### src/core/aesf_pkg.sv
// Constants for the start-up project selection and fail-safe block.
// Assumes one 125 MHz clock and a synchronous active-high reset.
// ==========================================================================
// How it works
// - Whenever the fail-safe clear input opens, running programs and motion stop.
// - Auto-execution after power-up or a reset command starts only if the clear input is active then.
// - The select inputs form a 3-bit index weighted 4, 2, 1 and codes 0 to 6 pick that project.
// - Code seven, all selects active, picks project zero like code zero.
// - After an erase-directory command, loaded projects are numbered 0 upward to at most 6.
package aesf_pkg;
   localparam int AESF_IDX_W = 3;
   localparam logic [2:0] AESF_PROJ_MAX = 3'h6;
   localparam logic [2:0] AESF_CODE_ALIAS = 3'h7;
   localparam logic [2:0] AESF_PROJ_DEFAULT = 3'h0;
   localparam logic [2:0] AESF_SLOT_RESET = 3'h0;
   localparam int AESF_SYNC_STAGES = 2;
   typedef enum logic [1:0] {
      AESF_ST_IDLE = 2'b00,
      AESF_ST_DECIDE = 2'b01,
      AESF_ST_RUN = 2'b10,
      AESF_ST_HALT = 2'b11
   } aesf_state_t;
endpackage

### src/core/aesf_sync.sv
// Two flip-flop synchroniser bank for the isolated discrete inputs.
// Assumes the inputs are asynchronous to mclk.
`timescale 1ns/1ns
`default_nettype none
module aesf_sync #(
   parameter int WIDTH = 4
) (
   input wire logic mclk,
   input wire logic rst,
   input wire logic [WIDTH-1:0] din,
   output logic [WIDTH-1:0] dout
);
   if (WIDTH < 1) begin : g_width_chk
      $error("Synchroniser width must be at least one.");
   end
   logic [WIDTH-1:0] stage1_reg;
   logic [WIDTH-1:0] stage2_reg;
   always_ff @(posedge mclk) begin
      if (rst) begin
         stage1_reg <= '0;
         stage2_reg <= '0;
      end else begin
         stage1_reg <= din;
         stage2_reg <= stage1_reg;
      end
   end
   assign dout = stage2_reg;
endmodule // aesf_sync
`default_nettype wire

### src/core/aesf_top.sv
// Start-up project selection and fail-safe halt logic.
// Assumes field inputs arrive asynchronously and are active high after the
// isolators; start and command pulses come from logic on mclk.
`timescale 1ns/1ns
`default_nettype none
module aesf_top
   import aesf_pkg::*;
(
   input wire logic mclk,
   input wire logic rst,
   input wire logic failsafe_clear_input,
   input wire logic sel4_in,
   input wire logic sel2_in,
   input wire logic sel1_in,
   input wire logic reset_cmd,
   input wire logic erase_dir_cmd,
   input wire logic project_load,
   output logic run_enable,
   output logic motion_enable,
   output logic halt_event,
   output logic autoexec_start,
   output logic [2:0] autoexec_project,
   output logic autoexec_blocked,
   output logic [2:0] load_slot,
   output logic load_accept,
   output logic dir_full,
   output logic [2:0] project_count
);
   if (AESF_IDX_W != 3) begin : g_idx_chk
      $error("Index width must be three.");
   end

   // ======================================================================
   // Input synchronisers
   logic [3:0] sync_out;
   aesf_sync #(.WIDTH(4)) u_sync (
      .mclk(mclk),
      .rst(rst),
      .din({failsafe_clear_input, sel4_in, sel2_in, sel1_in}),
      .dout(sync_out)
   );
   wire clr_ok = sync_out[3];
   wire [2:0] sel_code = sync_out[2:0];

   function automatic logic [2:0] map_code(input logic [2:0] c);
      map_code = (c == AESF_CODE_ALIAS) ? AESF_PROJ_DEFAULT : c;
   endfunction

   // ======================================================================
   // Start decision and run control
   aesf_state_t state_reg, state_next;
   logic [2:0] proj_reg;
   logic start_reg, blocked_reg, halt_reg, clr_d_reg;
   logic [1:0] boot_cnt_reg;
   wire boot_done = (boot_cnt_reg == 2'h3);
   // The first decision waits until the synchroniser holds real samples.
   wire decide = (state_reg == AESF_ST_IDLE && boot_done) || reset_cmd;
   wire go = decide && clr_ok;
   wire clr_fall = clr_d_reg && !clr_ok;

   always_comb begin
      state_next = state_reg;
      unique case (state_reg)
         AESF_ST_IDLE: if (boot_done) state_next = AESF_ST_DECIDE;
         AESF_ST_DECIDE: state_next = AESF_ST_DECIDE;
         AESF_ST_RUN: if (!clr_ok) state_next = AESF_ST_HALT;
         AESF_ST_HALT: state_next = AESF_ST_HALT;
      endcase
      if (decide) state_next = go ? AESF_ST_RUN : AESF_ST_DECIDE;
   end

   always_ff @(posedge mclk) begin
      if (rst) begin
         state_reg <= AESF_ST_IDLE;
         proj_reg <= AESF_PROJ_DEFAULT;
         start_reg <= 1'b0;
         blocked_reg <= 1'b0;
         halt_reg <= 1'b0;
         clr_d_reg <= 1'b0;
         boot_cnt_reg <= 2'h0;
      end else begin
         state_reg <= state_next;
         clr_d_reg <= clr_ok;
         if (!boot_done) boot_cnt_reg <= boot_cnt_reg + 2'h1;
         if (decide) proj_reg <= map_code(sel_code);
         start_reg <= go;
         blocked_reg <= decide ? !clr_ok : blocked_reg;
         halt_reg <= clr_fall && state_reg == AESF_ST_RUN;
      end
   end

   assign run_enable = (state_reg == AESF_ST_RUN) && clr_ok;
   assign motion_enable = run_enable;
   assign halt_event = halt_reg;
   assign autoexec_start = start_reg;
   assign autoexec_project = proj_reg;
   assign autoexec_blocked = blocked_reg;

   // ======================================================================
   // Directory slot numbering
   logic [2:0] slot_reg;
   logic full_reg, accept_reg;
   wire can_load = project_load && !full_reg && !erase_dir_cmd;

   always_ff @(posedge mclk) begin
      if (rst) begin
         slot_reg <= AESF_SLOT_RESET;
         full_reg <= 1'b0;
         accept_reg <= 1'b0;
      end else begin
         accept_reg <= can_load;
         if (erase_dir_cmd) begin
            slot_reg <= AESF_SLOT_RESET;
            full_reg <= 1'b0;
         end else if (can_load) begin
            if (slot_reg == AESF_PROJ_MAX) full_reg <= 1'b1;
            else slot_reg <= slot_reg + 3'h1;
         end
      end
   end

   assign load_slot = slot_reg;
   assign load_accept = accept_reg;
   assign dir_full = full_reg;
   assign project_count = full_reg ? AESF_CODE_ALIAS : slot_reg;

   // ======================================================================
   // Checks
   // Fail-safe halt.
   AST_HALT_ON_OPEN: assert property (
      @(posedge mclk) disable iff (rst)
      !clr_ok |-> !run_enable && !motion_enable)
      else $error("Motion enabled with clear input open.");
   AST_HALT_PULSE: assert property (
      @(posedge mclk) disable iff (rst)
      (state_reg == AESF_ST_RUN && clr_fall) |=> halt_event)
      else $error("No halt pulse on clear opening.");
   AST_HALT_ONE_CYCLE: assert property (
      @(posedge mclk) disable iff (rst)
      halt_event |=> !halt_event)
      else $error("Halt pulse longer than one cycle.");
   AST_HALT_STATE: assert property (
      @(posedge mclk) disable iff (rst)
      halt_event |-> state_reg == AESF_ST_HALT)
      else $error("Halt pulse without entering the halted state.");
   AST_STAY_HALTED: assert property (
      @(posedge mclk) disable iff (rst)
      (state_reg == AESF_ST_HALT && !reset_cmd) |=> !run_enable)
      else $error("Run resumed without a new decision.");
   // Start decision.
   AST_START_NEEDS_CLR: assert property (
      @(posedge mclk) disable iff (rst)
      autoexec_start |-> $past(clr_ok))
      else $error("Auto-execute started without clear input.");
   AST_START_ON_DECIDE: assert property (
      @(posedge mclk) disable iff (rst)
      (decide && clr_ok) |=> autoexec_start && state_reg == AESF_ST_RUN)
      else $error("Auto-execute missed a valid decision.");
   AST_BLOCK_ON_OPEN: assert property (
      @(posedge mclk) disable iff (rst)
      (decide && !clr_ok) |=> autoexec_blocked && !autoexec_start)
      else $error("Refused decision not flagged.");
   AST_NO_START_IDLE: assert property (
      @(posedge mclk) disable iff (rst)
      !decide |=> !autoexec_start)
      else $error("Start pulse without a decision.");
   AST_RUN_NEEDS_START: assert property (
      @(posedge mclk) disable iff (rst)
      $rose(state_reg == AESF_ST_RUN) |-> autoexec_start)
      else $error("Run entered without a start pulse.");
   AST_INDEX: assert property (
      @(posedge mclk) disable iff (rst)
      (decide && sel_code != 3'h7) |=> autoexec_project == $past(sel_code))
      else $error("Project index does not match selects.");
   AST_PROJ_RANGE: assert property (
      @(posedge mclk) disable iff (rst)
      autoexec_project <= AESF_PROJ_MAX)
      else $error("Project index beyond six.");
   AST_CODE7: assert property (
      @(posedge mclk) disable iff (rst)
      (decide && sel_code == 3'h7) |=> autoexec_project == 3'h0)
      else $error("Code seven did not pick project zero.");
   AST_HOLD: assert property (
      @(posedge mclk) disable iff (rst)
      !decide |=> $stable(autoexec_project))
      else $error("Project index changed without a decision.");
   // Directory numbering.
   AST_SLOT_LIMIT: assert property (
      @(posedge mclk) disable iff (rst)
      load_slot <= 3'h6)
      else $error("Load slot beyond six.");
   AST_ERASE: assert property (
      @(posedge mclk) disable iff (rst)
      erase_dir_cmd |=> load_slot == 3'h0 && !dir_full)
      else $error("Erase did not restart numbering.");
   AST_ACCEPT: assert property (
      @(posedge mclk) disable iff (rst)
      can_load |=> load_accept)
      else $error("Valid load not accepted.");
   AST_NO_ACCEPT_FULL: assert property (
      @(posedge mclk) disable iff (rst)
      dir_full |=> !load_accept)
      else $error("Load accepted with the directory full.");
   AST_SLOT_STEP: assert property (
      @(posedge mclk) disable iff (rst)
      (can_load && slot_reg != AESF_PROJ_MAX) |=>
         load_slot == $past(load_slot) + 3'h1)
      else $error("Load slot did not advance by one.");
   AST_FULL_COUNT: assert property (
      @(posedge mclk) disable iff (rst)
      dir_full |-> project_count == AESF_CODE_ALIAS)
      else $error("Full directory does not count seven projects.");
   COV_START: cover property (@(posedge mclk) disable iff (rst)
      autoexec_start);
   COV_CODE7: cover property (@(posedge mclk) disable iff (rst)
      decide && sel_code == AESF_CODE_ALIAS);
   COV_BLOCKED: cover property (@(posedge mclk) disable iff (rst)
      decide && !clr_ok);
   COV_HALT: cover property (@(posedge mclk) disable iff (rst) halt_event);
   COV_FULL: cover property (@(posedge mclk) disable iff (rst)
      $rose(dir_full));
endmodule // aesf_top
`default_nettype wire

### config.mk
export PLATFORM = sky130hd
export DESIGN_NAME = aesf_top
export DESIGN_NICKNAME = d
export VERILOG_FILES = /design/src/core/aesf_pkg.sv /design/src/core/aesf_sync.sv /design/src/core/aesf_top.sv
export SDC_FILE = /design/constraint.sdc
export NUM_CORES = 1
export LEC_CHECK = 0
export ABC_AREA = 1
export BUFFER_PORTS_ARGS = -buffer_cell sky130_fd_sc_hd__buf_2
export CAP_MARGIN = 5
export CORE_UTILIZATION = 53
export CTS_CLUSTER_SIZE = 12
export DETAILED_ROUTE_END_ITERATION = 8
export GPL_ROUTABILITY_DRIVEN = 0
export PLACE_DENSITY = 0.8
export SLEW_MARGIN = 5
export SYNTH_ARGS = -nofsm -noshare
export SYNTH_HDL_FRONTEND = slang
export SYNTH_HIERARCHICAL = 1
export SYNTH_SLANG_ARGS = --single-unit
### constraint.sdc
create_clock -name mclk -period 1.6 [get_ports mclk]
set_input_delay 0.08 -clock mclk [delete_from_list [all_inputs] [get_ports mclk]]
set_output_delay 0.08 -clock mclk [all_outputs]
set_load 0.1 [all_outputs]
-- Word-level counts from Yosys, hierarchy flattened
Index checks and enable logic that the tools add are counted.
- eq/ne operators: 8
- muxes and demuxes: 7
- reduce and logical (&&, ||, !) cells: 16
- $add $sub $neg: 2
- bitwise gates (word level): 1
- operator list (kind ; number):
    2-bit two-way mux ; 4
    2-bit one-hot mux with 4 select lines ; 1
    1-bit logical AND ; 7
    2-bit == test (second input constant) ; 3
    3-bit == test (second input constant) ; 2
    3-bit two-way mux ; 2
    3-bit inequality test (second input constant) ; 2
    2-bit AND reduction ; 3
    3-bit by 1-bit adder with 3-bit output (second input constant) ; 1
    1-bit zero test ; 3
    2-bit by 1-bit adder with 2-bit output (second input constant) ; 1
    2-bit by 1-bit == test with 1-bit output (second input constant) ; 1
    2-bit zero test ; 1
    2-bit OR reduction ; 1
    1-bit logical OR ; 1
    1-bit NOT ; 1
- register bits after elaboration: 24
- logic and storage cells: 46

-- Depth between registers and ports, before layout
Gate-level depths: netlist of the first run.
- depth after elaboration: 6
- gate-level depth with buffers: 8
- mapped depth without buffers: 8

-- Cells and area by module
The synthesis of the first run kept the hierarchy.
- modules (own cells, without submodules) (module ; cells an instance ; area an instance (µm²) ; times used):
    aesf_top ; 94 ; 721.9 ; 1
    aesf_sync ; 25 ; 231.5 ; 1

-- Worst setup path before layout of the first run
Ideal clock, no wire load.
- kind: register -> register
- from: register slot_reg[0] (netlist: load_slot[0])
- to: register slot_reg[1] (netlist: load_slot[1])
- path slack: -317 ps
- period minus slack after synthesis: 1917 ps
- arrival: 1800 ps
- stages on the path, launching flop included: 9
- setup time: 117 ps
- cells stage by stage: dfxtp_1 -> inv_1 -> ha_1 -> nand2_1 -> inv_1 -> nor2_2 -> nand2_1 -> nand2_1 -> nor2_1
- cells in the longest elaborated chain, start to end: 3
- elaborated cells between the ends (all ways): 4
- those cells by class: 1 x add/sub; 1 x eq/ne; 1 x bitwise; 1 x reduce/logical
- ends and longest elaborated chain (element ; RTL line ; RTL):
    start: declaration ; aesf_top.sv:101 ; logic [2:0] slot_reg;
    start signal: assignment ; aesf_top.sv:117 ; else slot_reg <= slot_reg + 3'h1;
    parallel branches: the longest is 3 deep, another holds 3-bit by 1-bit adder with 3-bit output ; - ;
Parallel ways; which one is timed is not known.
A chain may end at the register's enable or synchronous reset.

-- Worst setup path after layout of the first run
- from: register u_sync.stage2_reg[3] (netlist: u_sync/dout[3])
- to: output port motion_enable
- cells in the longest elaborated chain, start to end: 1
- ends and longest elaborated chain (element ; RTL line ; RTL):
    start: declaration ; aesf_sync.sv:17 ; logic [WIDTH-1:0] stage2_reg;
    start signal: assignment ; aesf_sync.sv:24 ; stage2_reg <= stage1_reg;
    1-bit logical AND ; aesf_top.sv:92 ; assign run_enable = (state_reg == AESF_ST_RUN) && clr_ok;
    end: declaration ; aesf_top.sv:19 ; output logic motion_enable,
No other way between the ends.

==> impl_metrics.yaml, run 1 <==
sta:
  max_slew_margin: 0.6786
  fin_hold_ws_ns: 0.05433
  worst_pin_slew_ns: 0.4855
  setup_viol: 0
  fin_crit_ns: 1.447
  finalCritPeriodShare: 0.9041
  fin_skew_ns: 0.002775
  rsz0062_at_grt: "no"
  fmax_mhz: 691.3
  report.final.slew_viol_count: 0
  fin_setup_tns_ns: 0
  setup_ws_ns: 0.1534
  hold_violations: 0
power:
  p_switching_uw: 371.6
  p_seq_frac: 0.498
  ir_drop_uv: 1035
  internal_power_uw: 955.5
  leakage_uw: 0.0006422
  pwr-share-comb: 0.187
  p_clk_frac: 0.316
  power_density_nw_per_um2: 1130
  swShare: 0.2800
die:
  die_w_um: 44.42
  dieArea_um2: 1973
  start_util: 0.5981
  fp.coreArea_um2: 1594
  io_pins: 25
  rows: 14
  dieHeight_um: 44.42
logic_synthesis:
  ys_warn_count: 6
  syn_avg_cell_area_um2: 8.012
  ys_types: 19
  post_synth_instance_area_um2: 953.4
  synthesis.nets: 131
  yosysSeqAreaShare: 0.5039
  ys_ff_latch: 24
  syn_inst: 119
worst_setup_path:
  path_depth: 3
  rr_endpoint: "autoexec_project[0]"
  critical-path-top-delay-family: "buffers and inverters"
  cp_cell_sequence: "nand3_1 -> inv_1 -> buf_2"
  endpoint_kind: "output port"
  reg2reg_slack_ns: 0.37
  crit_type: "flop to output port"
  slowest_stage: "dfxtp_1"
  critPathArrivalTime_ns: 1.37
  cp_slowest_stage_delay_ns: 0.44
  required_ns: 1.52
  rr_worst_depth: 6
  cp_max_fo: 3
  crit_path_start: "u_sync/dout[3]"
  cp-start-kind: "flop"
  r2r-start: "boot_cnt_reg[0]"
  worstSetupEndpoint: "motion_enable"
  path_buf_inv: 2
global_routing:
  grt_pass1_vias: 734
  gr-total-overflow: 0
  grt_pass1_wl_um: 2973
  grt_max_degree: 17
  grt_use_total: 0.2147
  antenna_found_initial: 0
final_layout:
  final_cell_mix: "nor2_1, buf_2, inv_1, dfxtp_1, nand2_1"
  final_core_util: 0.7370
  drive_gt1_frac: 0.2973
  fin_area_um2: 1175
  fin_nets: 161
  n_antenna_cell: 0
  syn2layout_area_growth_pct: 23.23
  final_common_cell: "nor2_1"
detailed_routing:
  vias: 778
  wl_um: 1766
  drc_errors: 0
  antenna_left: 0
  first_pass_iters: 4
  drt_iter0_markers: 12
  vias_per_cell: 4.523
  route.detailed.wl_per_inst_um: 10.27
placement:
  portBuffers: 24
  hpwl_um: 1290
  preCtsSetupSlack_ns: 0.4178
  dpl_cell_area_um2: 1082
clock_network:
  cts_tree: "done"
  clock_latency_ns: 0.30
  cts-root-buf: "clkbuf_4"
  clk_path_buf_depth: 2
  cts.sinks: 24
  htree_levels: 1
  cts_resized: 0
  clk_pin_slew_worst_paths_ns: 0.12
  numCtsBuffers: 3
status:
  status: "complete, no violations"
run:
  max_cap_viol_count: 0
hold_path:
  hp-class: "primary input to flop"
per-layer routing:
metal | part of all wire | track usage
met5 | 0 | 0
met4 | 0.020 | 0.09091
met3 | 0.032 | 0.05714
met2 | 0.54 | 0.4088
met1 | 0.41 | 0.2161
worst reg2reg max path, stage by stage (launching register included):
cell and delay, ns:
dfxtp_1 0.37, ha_1 0.26, nand2_2 0.12, nand2_4 0.11
inv_2 0.05, nor2_1 0.15, nor2_1 0.06
area by class of cell:
| cell class | instances | area (µm²) |
|---|---|---|
| sequential | 24 | 485.5 |
| fill | 139 | 419.2 |
| multi-input combinational | 70 | 364.1 |
| timing repair buffer | 28 | 160.2 |
| inverter | 22 | 82.58 |
| clock inverter | 1 | 30.03 |
| tap | 24 | 30.03 |
| clock buffer | 3 | 22.52 |
through the flow:
step                      total power, µW  std cells
after floorplan                     867.2        119
after global placement              899.4        164
after detailed placement            912.0        164
after CTS                            1340        172
after global routing                 1394        172
final                                1327        172
how the worst min path moves through the flow:
| stage | depth (start not counted) | start | slack, ns | end |
|---|---|---|---|---|
| after floorplan | 2 | sel1_in | 0.19 | u_sync/stage1_reg[0] |
| after global placement | 3 | sel2_in | 0.28 | u_sync/stage1_reg[1] |
| after detailed placement | 3 | failsafe_clear_input | 0.29 | u_sync/stage1_reg[3] |
| after CTS | 4 | erase_dir_cmd | 0.04 | dir_full |
| after global routing | 4 | erase_dir_cmd | 0.06 | load_slot[1] |
| final | 4 | erase_dir_cmd | 0.05 | load_slot[1] |
power by group through the flow:
stage / clock network (µW) / logic (µW) / registers (µW)
2_1_floorplan: 0 / 114 / 753
3_3_place_gp: 0 / 229 / 671
3_5_place_dp: 0 / 238 / 674
4_1_cts: 431 / 248 / 661
5_1_grt: 457 / 272 / 665
6_report: 419 / 248 / 660
cells in the mapped netlist:
master    number  area, µm²
inv_2          2      7.510
nor2_2         3      18.77
ha_1           3      37.54
nand2_4        2      22.52
nor2_1        30      112.6
nand3_1        4      20.02
buf_6          1      11.26
o21ai_0        5      25.02
a21oi_2        1      8.760
or2_2          2      12.51
a21oi_1        2      10.01
xor2_1         2      17.52
dfxtp_1       24      480.5
inv_1         20      75.07
a21boi_0       3      22.52
nand2_2        2      12.51
nand4_1        1      6.260
buf_4          2      15.01
nand2_1       10      37.54
timing repair:
item	CTS	global route
setup buffers	0	0
endpoints found under the hold margin	4	0
hold buffers	4	0
cells by family after synthesis:
| group | share of synthesized area |
|---|---|
| and+or+nand+nor | 0.2546 |
| xor gates and xnor gates | 0.01838 |
| adders and majority gates | 0.03937 |
| AOI/OAI and AO/OA | 0.06955 |
| DFF | 0.5039 |
| buffers and inverters | 0.1142 |
Note: power is estimated with default switching activity, not from simulation.
==> run 2: changes to the inputs <==
--- a/config.mk
+++ b/config.mk
@@ -5,7 +5,6 @@
 export SDC_FILE = /design/constraint.sdc
 export NUM_CORES = 1
 export LEC_CHECK = 0
-export ABC_AREA = 1
 export BUFFER_PORTS_ARGS = -buffer_cell sky130_fd_sc_hd__buf_2
 export CAP_MARGIN = 5
 export CORE_UTILIZATION = 53
==> run 2 against run 1 <==
  * Setup slack lost 0.034 ns
  * Power shrank 4.6%
  * Cell count decreased by 20%
  * Area after synthesis decreased by 1.7%
  * Worst hold slack got worse by 0.021 ns
  * Critical endpoint is now run_enable
  * Via count fell by 5.3%
  * Register-to-register slack lost 0.12 ns
==> impl_metrics.yaml, run 2 <==
status:
  status: "complete, no violations"
hold_path:
  min_from: "erase_dir_cmd"
  hp-class: "primary input to flop"
  hold_depth: 2
  holdPathEnd: "dir_full"
worst_setup_path:
  cp-start-kind: "flop"
  r2r-start: "boot_cnt_reg[0]"
  critPathArrivalTime_ns: 1.40
  slowest_stage: "dfxtp_1"
  crit_type: "flop to output port"
  critical-path-top-delay-family: "flip-flops"
  required_ns: 1.52
  rr_worst_depth: 4
  rr_endpoint: "autoexec_project[0]"
  cp_cell_sequence: "and3b_2 -> buf_2"
  cp_max_fo: 5
  endpoint_kind: "output port"
  reg2reg_slack_ns: 0.25
  path_buf_inv: 1
  cp_slowest_stage_delay_ns: 0.46
die:
  die_w_um: 44.05
  rows: 14
  dieArea_um2: 1940
  dieHeight_um: 44.05
  start_util: 0.5944
  io_pins: 25
  fp.coreArea_um2: 1577
detailed_routing:
  vias_per_cell: 5.341
  drc_errors: 0
  route.detailed.wl_per_inst_um: 11.02
  wl_um: 1521
  first_pass_iters: 6
  vias: 737
  drt_iter0_markers: 16
  antenna_left: 0
final_layout:
  syn2layout_area_growth_pct: 23.76
  n_antenna_cell: 0
  drive_gt1_frac: 0.3115
  multi_input_area_um2: 419.2
  final_core_util: 0.7357
  fin_nets: 135
  filler_cell_count: 119
  final_cell_mix: "buf_2, dfxtp_1, nor2b_1, nand2_1, inv_1"
  final_common_cell: "buf_2"
  regArea_um2: 485.5
clock_network:
  cts_tree: "done"
  post_cts_buffers: 0
  cts-root-buf: "clkbuf_4"
  numCtsBuffers: 3
  cts.sinks: 24
  clock_latency_ns: 0.31
  clk_pin_slew_worst_paths_ns: 0.13
  clk_path_buf_depth: 2
  htree_levels: 1
sta:
  rsz0062_at_grt: "no"
  fin_setup_tns_ns: 0
  worst_pin_slew_ns: 0.4959
  finalCritPeriodShare: 0.9254
  hold_violations: 0
  fin_skew_ns: 0.009507
  setup_viol: 0
  fmax_mhz: 675.4
  fin_crit_ns: 1.481
  max_slew_margin: 0.6716
  report.final.slew_viol_count: 0
logic_synthesis:
  ys_types: 31
  synth_common_cells: "dfxtp_1, nor2b_1, nand2_1"
  yosysSeqAreaShare: 0.5127
  synth_edf_count: 0
  synth_top_flop_cell: "dfxtp_1"
  ys_ff_latch: 24
  post_synth_instance_area_um2: 937.1
  ys_warn_count: 6
  ys_top_cells_by_area: "dfxtp_1, nor2b_1, ha_1, nor3b_4, nand2_1"
  async_flop_share: 0
  syn_avg_cell_area_um2: 10.08
  yosysTopAreaCell: "dfxtp_1"
  yosys.area.top_type_share: 0.5127
  synthesis.nets: 105
  syn_inst: 93
  yosysMostFrequentCell: "dfxtp_1"
global_routing:
  gr-total-overflow: 0
  antenna_found_initial: 0
  grt_pass1_wl_um: 2435
  grt_use_total: 0.1721
  grt_pass1_vias: 564
  grt_max_degree: 23
placement:
  portBuffers: 24
  hpwl_um: 980.4
power:
  ir_drop_uv: 633.3
  power_density_nw_per_um2: 1091
  leakage_uw: 0.0005423
run:
  max_cap_viol_count: 0
## run 2: changes by cell type in the layout (fill, tap and decap cells not counted), sizes merged, moves of 4 or more
cell   previous run  this run
nand3             4         0
nor2b             0        10
nor2             33         5
inv              22         6
nand2            14         7
## run 2: power by group
group | switching, µW | internal (µW)
Sequential | 20.6 | 630
Combinational | 125 | 62.0
Clock | 174 | 253
Total | 320 | 946
## run 2: layout make-up
| cell class | count | area share |
|---|---|---|
| repair buffers | 28 | 0.1381 |
| clock inverters | 1 | 0.02589 |
| inverters | 6 | 0.01942 |
| well taps | 16 | 0.01726 |
| flip-flops and latches | 24 | 0.4186 |
| clock buffers | 3 | 0.01942 |
| multi-input cells | 60 | 0.3614 |
## run 2: metrics by stage
step / worst slack, ns / instance area, µm² / instances / power, µW / hold slack (ns)
after CTS: 0.1169 / 1160 / 138 / 1272 / 0.02206
after detailed placement: 0.2747 / 1067 / 130 / 843.8 / 0.2916
final: 0.1194 / 1160 / 138 / 1266 / 0.03325
after global placement: 0.3311 / 1067 / 130 / 839.4 / 0.2887
after floorplan: 0.04239 / 943.4 / 93 / 805.9 / 0.1488
after global routing: 0.04235 / 1160 / 138 / 1319 / 0.02863
## run 2: logic make-up after synthesis
| kind of cell | after synthesis | share of synthesized area |
|---|---|---|
| mux | 1 | 0.01068 |
| xor+xnor | 1 | 0.009348 |
| flops | 24 | 0.5127 |
| fa+ha+maj | 3 | 0.04006 |
| simple gates | 39 | 0.2604 |
| compound gates | 16 | 0.1255 |
| buf+inv | 9 | 0.04138 |
## run 2: repair_timing
action / in CTS / in global routing
gates resized for setup: 0 / 0
hold buffers: 4 / 0
hold endpoints to repair: 4 / 0
## run 2: metal layers
| layer | global-route usage | part of all wire | vias to the layer above |
|---|---|---|---|
| met5 | 0 | 0 | - |
| met4 | 0.09091 | 0.012 | 0 |
| met3 | 0.03673 | 0.038 | 2 |
| met2 | 0.2500 | 0.46 | 22 |
| met1 | 0.2402 | 0.49 | 327 |
| li1 | - | - | 386 |
## run 2: worst max path at each step
| stage | cells after the start | slack [ns] | startpoint | to |
|---|---|---|---|---|
| 6_report | 2 | 0.12 | state_reg[1] | run_enable |
| 4_1_cts | 2 | 0.12 | state_reg[1] | motion_enable |
| 5_1_grt | 2 | 0.04 | state_reg[1] | run_enable |
| 2_1_floorplan | 5 | 0.04 | load_slot[0] | load_slot[0] |
| 3_3_place_gp | 4 | 0.33 | boot_cnt_reg[0] | autoexec_blocked |
| 3_5_place_dp | 4 | 0.27 | boot_cnt_reg[0] | autoexec_project[0] |
